==> src/nibble_cpu_pkg.sv <==
// Constants, opcode encodings and the state type of the nibble decoder.
// Assumes a core that hands over one fetched word at a time.
// Overview of operation
// - Halt opcode freezes the program counter and inhibits data buffers.
// - Interrupt return restores program counter and chip-select address.
// - Command-register read copies the command-line register into accumulator.
// - OR index register 4 or 5 into the accumulator.
// - AND index register 6 or 7 into the accumulator.
// - Bank opcodes make ROM bank 0 or 1 and its command line active.
// - Bank opcodes map index registers 0-7 to primary or alternate bank.
// - Memory input-output acts on the last chip-select address sent.
// - Write accumulator to RAM character, RAM port, ROM port, program memory.
// - Write accumulator into RAM status character 0 to 3.
// - Subtract RAM character with borrow, or add it with carry.
// - Load the selected RAM main character into the accumulator.
// - Load the selected ROM input port into the accumulator.
// - Load RAM status character 0 to 3 into the accumulator.
// - RAM register: 16 main characters by address, 4 status by opcode.
// - Clear both, clear carry, complement carry, set carry.
// - Rotate accumulator with carry left or right by one.
// - Move carry into accumulator, then clear carry.
// - Load subtract-carry transfer value from carry, then clear carry.
// - Convert a one-hot accumulator code into its binary position.
// - Jump condition: invert, accumulator zero, carry set, test input low.
// - Pair field picks one of 8 pairs; register field one of 16.
package nibble_cpu_pkg;
    // Opcode groups (high nibble)
    localparam logic [3:0] GRP_CTRL = 4'h0;
    localparam logic [3:0] GRP_JUMP = 4'h1;
    localparam logic [3:0] GRP_SRC = 4'h2;
    localparam logic [3:0] GRP_IO = 4'hE;
    localparam logic [3:0] GRP_ACC = 4'hF;
    // Control group (low nibble)
    localparam logic [3:0] CT_HALT = 4'h1;
    localparam logic [3:0] CT_IRET = 4'h2;
    localparam logic [3:0] CT_CMDRD = 4'h3;
    localparam logic [3:0] CT_OR4 = 4'h4;
    localparam logic [3:0] CT_OR5 = 4'h5;
    localparam logic [3:0] CT_AN6 = 4'h6;
    localparam logic [3:0] CT_AN7 = 4'h7;
    localparam logic [3:0] CT_ROM0 = 4'h8;
    localparam logic [3:0] CT_ROM1 = 4'h9;
    localparam logic [3:0] CT_RBANK0 = 4'hA;
    localparam logic [3:0] CT_RBANK1 = 4'hB;
    localparam logic [3:0] CT_IEN = 4'hC;
    localparam logic [3:0] CT_IDIS = 4'hD;
    // Input-output group (low nibble)
    localparam logic [3:0] IO_RAM_WR = 4'h0;
    localparam logic [3:0] IO_PORT_WR = 4'h1;
    localparam logic [3:0] IO_ROM_WR = 4'h2;
    localparam logic [3:0] IO_PROG_WR = 4'h3;
    localparam logic [3:0] IO_SUB = 4'h8;
    localparam logic [3:0] IO_RAM_RD = 4'h9;
    localparam logic [3:0] IO_ROM_RD = 4'hA;
    localparam logic [3:0] IO_ADD = 4'hB;
    localparam logic [1:0] IO_STAT_WR = 2'h1;
    localparam logic [1:0] IO_STAT_RD = 2'h3;
    // Accumulator group (low nibble)
    localparam logic [3:0] AC_CLB = 4'h0;
    localparam logic [3:0] AC_CLC = 4'h1;
    localparam logic [3:0] AC_INC = 4'h2;
    localparam logic [3:0] AC_CMC = 4'h3;
    localparam logic [3:0] AC_CMA = 4'h4;
    localparam logic [3:0] AC_RAL = 4'h5;
    localparam logic [3:0] AC_RAR = 4'h6;
    localparam logic [3:0] AC_TCC = 4'h7;
    localparam logic [3:0] AC_DEC = 4'h8;
    localparam logic [3:0] AC_TCS = 4'h9;
    localparam logic [3:0] AC_STC = 4'hA;
    localparam logic [3:0] AC_DAA = 4'hB;
    localparam logic [3:0] AC_KBP = 4'hC;
    localparam logic [3:0] AC_DCL = 4'hD;
    // Values and limits
    localparam logic [3:0] TCS_CARRY = 4'hA;
    localparam logic [3:0] TCS_NOCARRY = 4'h9;
    localparam logic [3:0] DAA_LIMIT = 4'h9;
    localparam logic [3:0] DAA_ADJUST = 4'h6;
    localparam logic [3:0] KBP_ERROR = 4'hF;
    localparam int REG_PRIMARY = 16;
    localparam int REG_DEPTH = 24;
    localparam logic [4:0] ALT_BASE = 5'h10;
    // Jump condition bit positions (first bit is the top bit)
    localparam int JC_INVERT = 3;
    localparam int JC_ZERO = 2;
    localparam int JC_CARRY = 1;
    localparam int JC_TEST = 0;
    // Reset values
    localparam logic [3:0] ACC_RESET = 4'h0;
    localparam logic [2:0] CMD_RESET = 3'h0;
    localparam logic [7:0] SRC_RESET = 8'h00;
    localparam logic [11:0] PC_RESET = 12'h000;
    typedef enum logic [1:0] {ST_RUN, ST_READ, ST_HALT} state_t;
endpackage

==> src/nibble_cpu_opcode_decode.sv <==
// Decode and execute of the one-word control, memory and accumulator opcodes.
// Assumes the core presents one word per instrValid pulse while busy is low,
// and that memory read data returns later with a one-cycle ioReadValid.
`timescale 1ns/1ns
module nibble_cpu_opcode_decode (
    // Clock, reset, enable
    input wire logic clk,
    input wire logic reset_n,
    input wire logic clkEnable,
    // Instruction from the core
    input wire logic instrValid,
    input wire logic [3:0] opcodeHighNibble,
    input wire logic [3:0] opcodeLowNibble,
    // Interrupt entry from the core
    input wire logic irqAccept,
    input wire logic [11:0] pcCurrent,
    // Test pin, asynchronous
    input wire logic testPin,
    // Index register access from the core
    input wire logic regWriteEn,
    input wire logic [3:0] regWriteIdx,
    input wire logic [3:0] regWriteData,
    input wire logic [3:0] regReadIdx,
    output logic [3:0] regReadData,
    // Memory read return
    input wire logic ioReadValid,
    input wire logic [3:0] ioReadData,
    // Memory strobes
    output logic ioWrite,
    output logic ioRead,
    output logic [3:0] ioKind,
    output logic [3:0] ioWriteData,
    output logic [1:0] ioStatusIdx,
    output logic [7:0] srcAddr,
    // Processor state
    output logic [3:0] acc,
    output logic carry,
    output logic [2:0] cmdLine,
    output logic [1:0] romCommandLine,
    output logic regBankAlt,
    output logic irqEnable,
    output logic halted,
    output logic dataBufInhibit,
    output logic busy,
    // Program counter control
    output logic pcLoad,
    output logic [11:0] pcRestore,
    output logic jumpValid,
    output logic jumpTaken
);

    // Maps a register field onto the file, honouring the bank
    function automatic logic [4:0] physIndex(input logic [3:0] idx,
                                             input logic alt);
        // Alternate bank replaces only registers 0-7
        if (alt && !idx[3]) begin
            physIndex = nibble_cpu_pkg::ALT_BASE + {2'b00, idx[2:0]};
        end else begin
            physIndex = {1'b0, idx};
        end
    endfunction

    nibble_cpu_pkg::state_t state;
    nibble_cpu_pkg::state_t next_state;
    logic [3:0] regFile [0:nibble_cpu_pkg::REG_DEPTH-1];
    logic testSync1;
    logic testSync2;
    logic [3:0] pendingOp;
    logic [11:0] savedPc;
    logic [7:0] savedSrc;
    logic exec;
    logic isCtrl;
    logic isIo;
    logic isAcc;
    logic [4:0] sum;
    logic [4:0] readSum;
    logic condMet;
    logic [3:0] pairHigh;
    logic [3:0] pairLow;

    // Decode qualifiers
    assign exec = instrValid && (state == nibble_cpu_pkg::ST_RUN);
    assign isCtrl = exec && (opcodeHighNibble == nibble_cpu_pkg::GRP_CTRL);
    assign isIo = exec && (opcodeHighNibble == nibble_cpu_pkg::GRP_IO);
    assign isAcc = exec && (opcodeHighNibble == nibble_cpu_pkg::GRP_ACC);

    // Test pin synchroniser
    always_ff @(posedge clk) begin
        if (!reset_n) begin
            testSync1 <= 1'b0;
            testSync2 <= 1'b0;
        end else if (clkEnable) begin
            testSync1 <= testPin;
            testSync2 <= testSync1;
        end
    end

    // Next state
    always_comb begin
        next_state = state;
        case (state)
            nibble_cpu_pkg::ST_RUN: begin
                if (isCtrl && opcodeLowNibble == nibble_cpu_pkg::CT_HALT) begin
                    next_state = nibble_cpu_pkg::ST_HALT;
                end else if (isIo && opcodeLowNibble[3]
                             && opcodeLowNibble != nibble_cpu_pkg::IO_ROM_RD
                             ) begin
                    next_state = nibble_cpu_pkg::ST_READ;
                end else if (isIo
                             && opcodeLowNibble == nibble_cpu_pkg::IO_ROM_RD
                             ) begin
                    next_state = nibble_cpu_pkg::ST_READ;
                end
            end
            nibble_cpu_pkg::ST_READ: begin
                if (ioReadValid) begin
                    next_state = nibble_cpu_pkg::ST_RUN;
                end
            end
            nibble_cpu_pkg::ST_HALT: begin
                // Only an accepted interrupt leaves halt
                if (irqAccept) begin
                    next_state = nibble_cpu_pkg::ST_RUN;
                end
            end
            default: next_state = nibble_cpu_pkg::ST_RUN;
        endcase
    end

    // State and its flags
    always_ff @(posedge clk) begin
        if (!reset_n) begin
            state <= nibble_cpu_pkg::ST_RUN;
            halted <= 1'b0;
            dataBufInhibit <= 1'b0;
            busy <= 1'b0;
        end else if (clkEnable) begin
            state <= next_state;
            halted <= (next_state == nibble_cpu_pkg::ST_HALT);
            dataBufInhibit <= (next_state == nibble_cpu_pkg::ST_HALT);
            busy <= (next_state != nibble_cpu_pkg::ST_RUN);
        end
    end

    // Index register file
    always_ff @(posedge clk) begin
        if (!reset_n) begin
            for (int i = 0; i < nibble_cpu_pkg::REG_DEPTH; i++) begin
                regFile[i] <= 4'h0;
            end
            regReadData <= 4'h0;
        end else if (clkEnable) begin
            if (regWriteEn) begin
                regFile[physIndex(regWriteIdx, regBankAlt)] <= regWriteData;
            end
            regReadData <= regFile[physIndex(regReadIdx, regBankAlt)];
        end
    end

    // pair field picks even and odd register
    assign pairHigh = regFile[physIndex({opcodeLowNibble[3:1], 1'b0},
                                        regBankAlt)];
    assign pairLow = regFile[physIndex({opcodeLowNibble[3:1], 1'b1},
                                       regBankAlt)];

    // Chip-select address, interrupt save and restore
    always_ff @(posedge clk) begin
        if (!reset_n) begin
            srcAddr <= nibble_cpu_pkg::SRC_RESET;
            savedSrc <= nibble_cpu_pkg::SRC_RESET;
            savedPc <= nibble_cpu_pkg::PC_RESET;
            pcRestore <= nibble_cpu_pkg::PC_RESET;
            pcLoad <= 1'b0;
        end else if (clkEnable) begin
            pcLoad <= 1'b0;
            if (irqAccept) begin
                savedPc <= pcCurrent;
                savedSrc <= srcAddr;
            end
            if (exec && opcodeHighNibble == nibble_cpu_pkg::GRP_SRC
                && opcodeLowNibble[0]) begin
                srcAddr <= {pairHigh, pairLow};
            end
            if (isCtrl && opcodeLowNibble == nibble_cpu_pkg::CT_IRET) begin
                srcAddr <= savedSrc;
                pcRestore <= savedPc;
                pcLoad <= 1'b1;
            end
        end
    end

    // Control flags
    always_ff @(posedge clk) begin
        if (!reset_n) begin
            romCommandLine <= 2'b01;
            regBankAlt <= 1'b0;
            irqEnable <= 1'b0;
            cmdLine <= nibble_cpu_pkg::CMD_RESET;
        end else if (clkEnable) begin
            if (isCtrl) begin
                case (opcodeLowNibble)
                    nibble_cpu_pkg::CT_ROM0: romCommandLine <= 2'b01;
                    nibble_cpu_pkg::CT_ROM1: romCommandLine <= 2'b10;
                    nibble_cpu_pkg::CT_RBANK0: regBankAlt <= 1'b0;
                    nibble_cpu_pkg::CT_RBANK1: regBankAlt <= 1'b1;
                    nibble_cpu_pkg::CT_IEN: irqEnable <= 1'b1;
                    nibble_cpu_pkg::CT_IDIS: irqEnable <= 1'b0;
                    default: ;
                endcase
            end
            if (isAcc && opcodeLowNibble == nibble_cpu_pkg::AC_DCL) begin
                cmdLine <= acc[2:0];
            end
        end
    end

    // Memory strobes and pending read
    always_ff @(posedge clk) begin
        if (!reset_n) begin
            ioWrite <= 1'b0;
            ioRead <= 1'b0;
            ioKind <= 4'h0;
            ioWriteData <= 4'h0;
            ioStatusIdx <= 2'h0;
            pendingOp <= 4'h0;
        end else if (clkEnable) begin
            ioWrite <= 1'b0;
            ioRead <= 1'b0;
            if (isIo) begin
                ioKind <= opcodeLowNibble;
                ioStatusIdx <= opcodeLowNibble[1:0];
                pendingOp <= opcodeLowNibble;
                if (!opcodeLowNibble[3]) begin
                    ioWrite <= 1'b1;
                    ioWriteData <= acc;
                end else begin
                    ioRead <= 1'b1;
                end
            end
        end
    end

    // Arithmetic helpers
    assign sum = {1'b0, acc} + 5'h01;
    assign readSum = (pendingOp == nibble_cpu_pkg::IO_SUB)
                   ? {1'b0, acc} + {1'b0, ~ioReadData} + {4'h0, ~carry}
                   : {1'b0, acc} + {1'b0, ioReadData} + {4'h0, carry};

    // Accumulator and carry
    always_ff @(posedge clk) begin
        if (!reset_n) begin
            acc <= nibble_cpu_pkg::ACC_RESET;
            carry <= 1'b0;
        end else if (clkEnable) begin
            if (state == nibble_cpu_pkg::ST_READ && ioReadValid) begin
                if (pendingOp == nibble_cpu_pkg::IO_SUB
                    || pendingOp == nibble_cpu_pkg::IO_ADD) begin
                    acc <= readSum[3:0];
                    carry <= readSum[4];
                end else begin
                    acc <= ioReadData;
                end
            end else if (isCtrl) begin
                case (opcodeLowNibble)
                    nibble_cpu_pkg::CT_CMDRD: acc <= {1'b0, cmdLine};
                    nibble_cpu_pkg::CT_OR4,
                    nibble_cpu_pkg::CT_OR5: begin
                        acc <= acc | regFile[physIndex(opcodeLowNibble,
                                                       regBankAlt)];
                    end
                    nibble_cpu_pkg::CT_AN6,
                    nibble_cpu_pkg::CT_AN7: begin
                        acc <= acc & regFile[physIndex(opcodeLowNibble,
                                                       regBankAlt)];
                    end
                    default: ;
                endcase
            end else if (isAcc) begin
                case (opcodeLowNibble)
                    nibble_cpu_pkg::AC_CLB: begin
                        acc <= 4'h0;
                        carry <= 1'b0;
                    end
                    nibble_cpu_pkg::AC_CLC: carry <= 1'b0;
                    nibble_cpu_pkg::AC_CMC: carry <= ~carry;
                    nibble_cpu_pkg::AC_STC: carry <= 1'b1;
                    nibble_cpu_pkg::AC_INC: begin
                        acc <= sum[3:0];
                        carry <= sum[4];
                    end
                    nibble_cpu_pkg::AC_CMA: acc <= ~acc;
                    nibble_cpu_pkg::AC_DEC: begin
                        acc <= acc - 4'h1;
                        carry <= (acc != 4'h0);
                    end
                    nibble_cpu_pkg::AC_RAL: {carry, acc} <= {acc, carry};
                    nibble_cpu_pkg::AC_RAR: {acc, carry} <= {carry, acc};
                    nibble_cpu_pkg::AC_TCC: begin
                        acc <= {3'b000, carry};
                        carry <= 1'b0;
                    end
                    nibble_cpu_pkg::AC_TCS: begin
                        acc <= carry ? nibble_cpu_pkg::TCS_CARRY
                                     : nibble_cpu_pkg::TCS_NOCARRY;
                        carry <= 1'b0;
                    end
                    // Decimal adjust, carry only ever set
                    nibble_cpu_pkg::AC_DAA: begin
                        if (carry || acc > nibble_cpu_pkg::DAA_LIMIT) begin
                            acc <= acc + nibble_cpu_pkg::DAA_ADJUST;
                            if (acc > nibble_cpu_pkg::DAA_LIMIT) begin
                                carry <= 1'b1;
                            end
                        end
                    end
                    nibble_cpu_pkg::AC_KBP: begin
                        case (acc)
                            4'h0: acc <= 4'h0;
                            4'h1: acc <= 4'h1;
                            4'h2: acc <= 4'h2;
                            4'h4: acc <= 4'h3;
                            4'h8: acc <= 4'h4;
                            default: acc <= nibble_cpu_pkg::KBP_ERROR;
                        endcase
                    end
                    default: ;
                endcase
            end
        end
    end

    assign condMet = (opcodeLowNibble[nibble_cpu_pkg::JC_ZERO]
                      && acc == 4'h0)
                   || (opcodeLowNibble[nibble_cpu_pkg::JC_CARRY] && carry)
                   || (opcodeLowNibble[nibble_cpu_pkg::JC_TEST]
                       && !testSync2);

    // Jump decision
    always_ff @(posedge clk) begin
        if (!reset_n) begin
            jumpValid <= 1'b0;
            jumpTaken <= 1'b0;
        end else if (clkEnable) begin
            jumpValid <= exec && opcodeHighNibble == nibble_cpu_pkg::GRP_JUMP;
            if (exec && opcodeHighNibble == nibble_cpu_pkg::GRP_JUMP) begin
                jumpTaken <= condMet
                           ^ opcodeLowNibble[nibble_cpu_pkg::JC_INVERT];
            end
        end
    end

endmodule

==> config.mk <==
export PLATFORM = sky130hd
export DESIGN_NAME = nibble_cpu_opcode_decode
export DESIGN_NICKNAME = d
export VERILOG_FILES = /design/src/nibble_cpu_pkg.sv /design/src/nibble_cpu_opcode_decode.sv
export SDC_FILE = /design/constraint.sdc
export NUM_CORES = 1
export LEC_CHECK = 0
export BUFFER_PORTS_ARGS = -buffer_cell sky130_fd_sc_hd__buf_2
export CAP_MARGIN = 30
export CORE_MARGIN = 2
export CORE_UTILIZATION = 29
export DETAILED_ROUTE_END_ITERATION = 12
export SLEW_MARGIN = 15
export SYNTH_ARGS = -nofsm -noshare
export SYNTH_HDL_FRONTEND = slang
export SYNTH_SLANG_ARGS = --single-unit
==> constraint.sdc <==
create_clock -name clk -period 2.8 [get_ports clk]
set_clock_uncertainty 0.1 [all_clocks]
set_input_delay 0.28 -clock clk [delete_from_list [all_inputs] [get_ports clk]]
set_output_delay 0.28 -clock clk [all_outputs]
set_load 0.01 [all_outputs]
Word-level counts from Yosys, hierarchy flattened
Memory sizes are Yosys's and may differ from the RTL's. A register that Yosys moved wholly into a read port is not among the register bits.
Index checks and enable logic that the tools add are counted.

operators by class
  add/subtract/negate cells = 12
  $mul = 0
  divide/modulo/power cells = 0
  magnitude comparators = 1
  equality and inequality tests = 33
  shift-type cells = 0
  mux-type cells = 51
  bitwise operators = 7
  reductions and logical operators = 59

operators with widths
  kind                   count
  $mux W5                12
  $eq A4 B4 Y1 const B   11
  $pmux W4 S10           1
  $add A5 B3 Y5 const A  5
  $mux W4                6
  $eq A4 B3 Y1 const B   5
  $logic_and A1 B1 Y1    20
  $pmux W4 S5            1
  $mux W1                17
  $eq A4 B2 Y1 const B   4
  $mux W8                2
  $eq A4 B1 Y1 const B   3
  $logic_not A4 Y1       3
  $mux W2                6
  $pmux W4 S3            1
  $reduce_and A2 Y1      6
  $reduce_and A3 Y1      4
  $reduce_bool A12 Y1    1
  $reduce_bool A2 Y1     6
  $add A4 B4 Y5          2
  $add A5 B1 Y5          2
  $reduce_bool A9 Y1     1
  $ne A4 B4 Y1 const B   2
  $not A4 Y4             2
  26 further kinds       40

word-level totals
  register bits = 73
  latch bits = 0
  RAM bits = 96
  ROM bits = 0
  output and inout port bits = 54
  memories kept = 1

memories
  name     depth  bits a word  rd ports  clocked after memory_dff  write ports  line                            source
  regFile  24     4            4         1                         24           nibble_cpu_opcode_decode.sv:65  logic [3:0] regFile [0:nibble_cpu_pkg::REG_DEPTH-1];

Longest topological paths before layout
  depth after elaboration = 9
  gate-level depth with buffers = 11
  mapped depth without buffers = 10

Worst setup path before layout
Ideal clock, no wire load.

  kind = flip-flop to flip-flop
  start point = reg acc[0]
  end point = reg acc[2]
  arrival time = 2.365 ns
  required time = 2.578 ns
  slack = 0.213 ns
  cell stages (with the launch flop) = 10
  path buffers = 1
  clock period less this slack = 2.587 ns
  path through = dfxtp_1 -> clkbuf_1 -> inv_1 -> fa_1 -> fa_1 -> mux2i_1 -> xnor2_1 -> o21ai_0 -> nand2_1 -> o311a_1

on the way
  longest elaborated chain between the ends = 6
  elaborated cells between the ends (all ways) = 24

RTL lines
  item                                                   line                             source
  from (decl)                                            nibble_cpu_opcode_decode.sv:36   output logic [3:0] acc,
  from (signal assigned)                                 nibble_cpu_opcode_decode.sv:252  acc <= nibble_cpu_pkg::ACC_RESET;
  from (signal assigned)                                 nibble_cpu_opcode_decode.sv:258  acc <= readSum[3:0];
  from (signal assigned)                                 nibble_cpu_opcode_decode.sv:261  acc <= ioReadData;
  branches (longest 6 deep; another with $add A4 B4 Y5)  --

Several ways; the timed one is not identified. The select of a mux whose other input is x is not followed.
A chain may end at the register's enable or synchronous reset.

Worst setup path in the final report
  start point = reg acc[1]
  end point = reg carry

on the way
  longest elaborated chain between the ends = 5
  elaborated cells between the ends (all ways) = 17

RTL lines
  item                                         line                                                              source
  $add A4 B4 Y5, or another cell as far along  nibble_cpu_opcode_decode.sv:247                                   : {1'b0, acc} + {1'b0, ioReadData} + {4'h0, carry};
  $add A5 B1 Y5, or another cell as far along  nibble_cpu_opcode_decode.sv:247
  $mux W5 / $mux W1 (equally long branches)    nibble_cpu_opcode_decode.sv:246, nibble_cpu_opcode_decode.sv:278
  $mux W1, on equally long branches            nibble_cpu_opcode_decode.sv:256, nibble_cpu_opcode_decode.sv:263
  $mux W1                                      nibble_cpu_opcode_decode.sv:255                                   if (state == nibble_cpu_pkg::ST_READ && ioReadValid) begin
  to (signal assigned)                         nibble_cpu_opcode_decode.sv:259                                   carry <= readSum[4];
  to (signal assigned)                         nibble_cpu_opcode_decode.sv:285                                   nibble_cpu_pkg::AC_CMC: carry <= ~carry;
  to (signal assigned)                         nibble_cpu_opcode_decode.sv:289                                   carry <= sum[4];
  to (decl)                                    nibble_cpu_opcode_decode.sv:37                                    output logic carry,

Several ways; a longest one is shown, not always the timed one. The select of a mux whose other input is x is not followed.

==> metrics.log <==
INFO  metric outcome = finished, final reports clean
INFO  metric period_needed = 2.41 ns
INFO  metric grt_first_pass_wirelength = 48.9 mm
INFO  metric pin_count_of_the_biggest_net_entering_global_routing = 101
INFO  metric drt-initial-drc-count = 843
INFO  metric start_util = 0.295
INFO  metric syn_to_final_growth = 15.8%
INFO  metric synth_area = 10500 sq um
INFO  metric worst-endpoint-required = 3.01 ns
INFO  metric totalWireLength = 31.8 mm
INFO  metric design.core.area = 35600 sq um
INFO  metric actual_slew_at_the_worst_max_slew_pin = 0.961 ns
INFO  metric port_buffers = 97
INFO  metric syn_inst = 1033
INFO  metric grt_setup_unrepaired = no
INFO  metric final_common_cell = sky130_fd_sc_hd__nand2_1
INFO  metric hpwl = 23.2 mm
INFO  metric minimum_setup_slack_among_reg_to_reg_paths = 0.39 ns
INFO  metric most_frequently_used_flop_master_after_synthesis = sky130_fd_sc_hd__edfxtp_1
INFO  metric hp-class = input port to flip-flop
INFO  metric drv.max_cap_violation_count = 0
INFO  metric clk_path_buf_depth = 2
INFO  metric drtPass1Iterations = 5
INFO  metric final_total_negative_setup_slack = 0 ns
INFO  metric post_cts.resized_instances = 0
INFO  metric clkSinkCount = 175
INFO  metric tritoncts = done
INFO  metric clk-insertion-delay-late = 0.46 ns
INFO  metric hold_end = testSync1
INFO  metric nNetsFinal = 1181
INFO  metric timing.final.crit_share = 0.861
INFO  metric route.detailed.vias_per_inst = 5.29
INFO  metric synth_edf_count = 100
INFO  metric synthArstFlopShare = 0
INFO  metric max-slew-margin-rel = 0.359
INFO  metric worstHoldPathCells = 3
INFO  metric peakVddDrop = 0.385 mV
INFO  metric min-delay-start = testPin
INFO  metric die_y = 194 um
INFO  metric cts.htree.levels = 4
INFO  metric ctsHoldBuffers = 12
INFO  metric floorplan.rows = 69
INFO  metric synth.lib_cells_used.distinct = 90
INFO  metric io_pins = 98
INFO  metric flops_latches_synth = 175
INFO  metric synth_sequential_area_ratio = 0.430
INFO  metric fill_cells = 3607
INFO  metric wl_per_cell = 19.9 um
INFO  metric timing.setup.critical_path_class = flip-flop to flip-flop
INFO  metric vias = 8443
INFO  metric final_antenna_net_count = 0
INFO  metric number_of_hold_slack_violations_in_the_final_timing_report = 0
INFO  metric power-per-cell-area = 489 nW/um^2
INFO  metric final_cell_area = 12100 sq um
INFO  metric clk_transition_reported_paths = 0.07 ns
INFO  metric synthesis.yosys.warnings = 0
INFO  metric global_route.overflow_total = 0
INFO  metric critPathMaxFanout = 7
INFO  metric groute.usage.overall = 0.167
INFO  metric fmax = 0.415 GHz
INFO  metric number_of_antenna_violations_at_the_first_check_in_global_routing = 2
INFO  metric postCtsSetupRepairBufs = 0
INFO  metric numCtsBuffers = 17
INFO  metric cp-end-kind = flip-flop
INFO  metric setup-violations-final = 0
INFO  metric worst_path_arrival_time = 2.62 ns
INFO  metric floorplan.die.width = 194 um
INFO  metric synthesis.area_per_instance = 10.1 sq um
INFO  metric finalWeightedCongestion = 0.914
INFO  metric finalMaxSlewViolations = 0
INFO  metric die_area = 37700 sq um
INFO  metric timing.critical_path.from_type = flip-flop
INFO  metric postPlaceCellArea = 11500 sq um
INFO  metric finalPower = 0.00593 W
INFO  metric r2r.worst_path.cells = 8
INFO  metric route.detailed.drc = 0
INFO  metric worstReg2RegEnd = carry
INFO  metric layout.cells.most_common_list = sky130_fd_sc_hd__nand2_1, sky130_fd_sc_hd__edfxtp_1, sky130_fd_sc_hd__and2_1, sky130_fd_sc_hd__buf_2, sky130_fd_sc_hd__dfxtp_1
INFO  metric root_buffer = sky130_fd_sc_hd__clkbuf_16
INFO  metric final_layout_size_suffix_gt1_frac = 0.217
INFO  metric vias_in_the_first_global_route = 8061
INFO  metric power_leakage = 4.48 nW
INFO  metric rr_startpoint = acc[1]
final cells by class:
type,instances,area [sq um],share of cell area
multi-input cells,757,5490,0.453
flip-flops and latches,175,4500,0.371
repair buffers,150,926,0.0763
well taps,461,577,0.0475
clock buffers,17,425,0.0350
clock inverters,15,139,0.0114
inverters,19,71.3,0.00588
diodes,1,2.50,0.000206
where the power goes:
group / internal (W) / switching, W
clock network: 0.00118 / 0.00114
registers: 0.00280 / 0.0000893
logic: 0.000304 / 0.000411
Yosys cell counts (all sizes together), types with 9 or more instances:
| cell type | instances | area [sq um] |
|---|---|---|
| a211oi | 13 | 108 |
| a21boi | 41 | 308 |
| a21oi | 28 | 140 |
| a31oi | 14 | 87.6 |
| and2 | 97 | 607 |
| buf | 40 | 256 |
| clkbuf | 45 | 169 |
| dfxtp | 75 | 1500 |
| edfxtp | 100 | 3000 |
| ha | 13 | 163 |
| inv | 19 | 71.3 |
| mux2 | 10 | 113 |
| mux2i | 39 | 390 |
| mux4 | 40 | 901 |
| nand2 | 127 | 479 |
| nand2b | 14 | 95.1 |
| nand3 | 14 | 70.1 |
| nand3b | 9 | 67.6 |
| nor2 | 58 | 230 |
| nor2b | 29 | 181 |
| nor3 | 13 | 85.1 |
| o211ai | 12 | 95.1 |
| o21ai | 70 | 350 |
how the worst max path moves through the flow:
| stage | slack (ns) | startpoint | to | depth (start not counted) |
|---|---|---|---|---|
| detailed placement | 0.26 | opcodeLowNibble[0] | acc[0] | 6 |
| global route | 0.16 | acc[1] | carry | 8 |
| global placement | 0.26 | opcodeLowNibble[0] | acc[0] | 6 |
| finish | 0.39 | acc[1] | carry | 8 |
| floorplan | 0.21 | acc[0] | acc[2] | 9 |
| CTS | 0.41 | acc[0] | acc[2] | 8 |
routing by layer:
layer,GRT usage,up-vias,routed length (um)
li1,-,3932,-
met1,0.232,4142,14400
met2,0.263,327,14600
met3,0.0376,40,2150
met4,0.0460,2,556
met5,0,-,13
logic make-up after synthesis:
kind of cell	count (synthesis)	share of synthesized area
AND/OR/NAND/NOR	397	0.200
AO/OA/AOI/OAI	241	0.158
flip-flops	175	0.430
buffers and inverters	104	0.0474
multiplexers	89	0.134
adder cells (fa/ha/maj)	17	0.0232
XOR/XNOR	9	0.00752
other	1	0.000358
flip-flops by register name, indices dropped and copies added, names as in the netlist, 2 cells and up:
register,count
regFile,100
pcRestore,12
savedPc,12
savedSrc,8
srcAddr,8
acc,4
ioWriteData,4
regReadData,4
cmdLine,3
pendingOp,3
romCommandLine,2
state,2
worst max-delay path: stages, from the launching register on:
cell                        delay [ns]
sky130_fd_sc_hd__dfxtp_1          0.32
sky130_fd_sc_hd__inv_1            0.22
sky130_fd_sc_hd__ha_1             0.32
sky130_fd_sc_hd__nor3b_1          0.41
sky130_fd_sc_hd__o21ai_0          0.13
sky130_fd_sc_hd__nand2_1          0.12
sky130_fd_sc_hd__a21oi_1          0.07
sky130_fd_sc_hd__a2111oi_0        0.46
sky130_fd_sc_hd__o22ai_1          0.13
through the flow:
stage	worst slack [ns]	hold slack, ns	cells	utilization
after global routing	0.161	0.0587	1594	0.341
final	0.389	0.0267	1595	0.341
after global placement	0.260	0.341	1550	0.322
after CTS	0.413	0.00374	1594	0.341
after detailed placement	0.265	0.346	1550	0.322
after floorplan	0.213	0.279	1036	-
(Power assumes the default switching activity.)
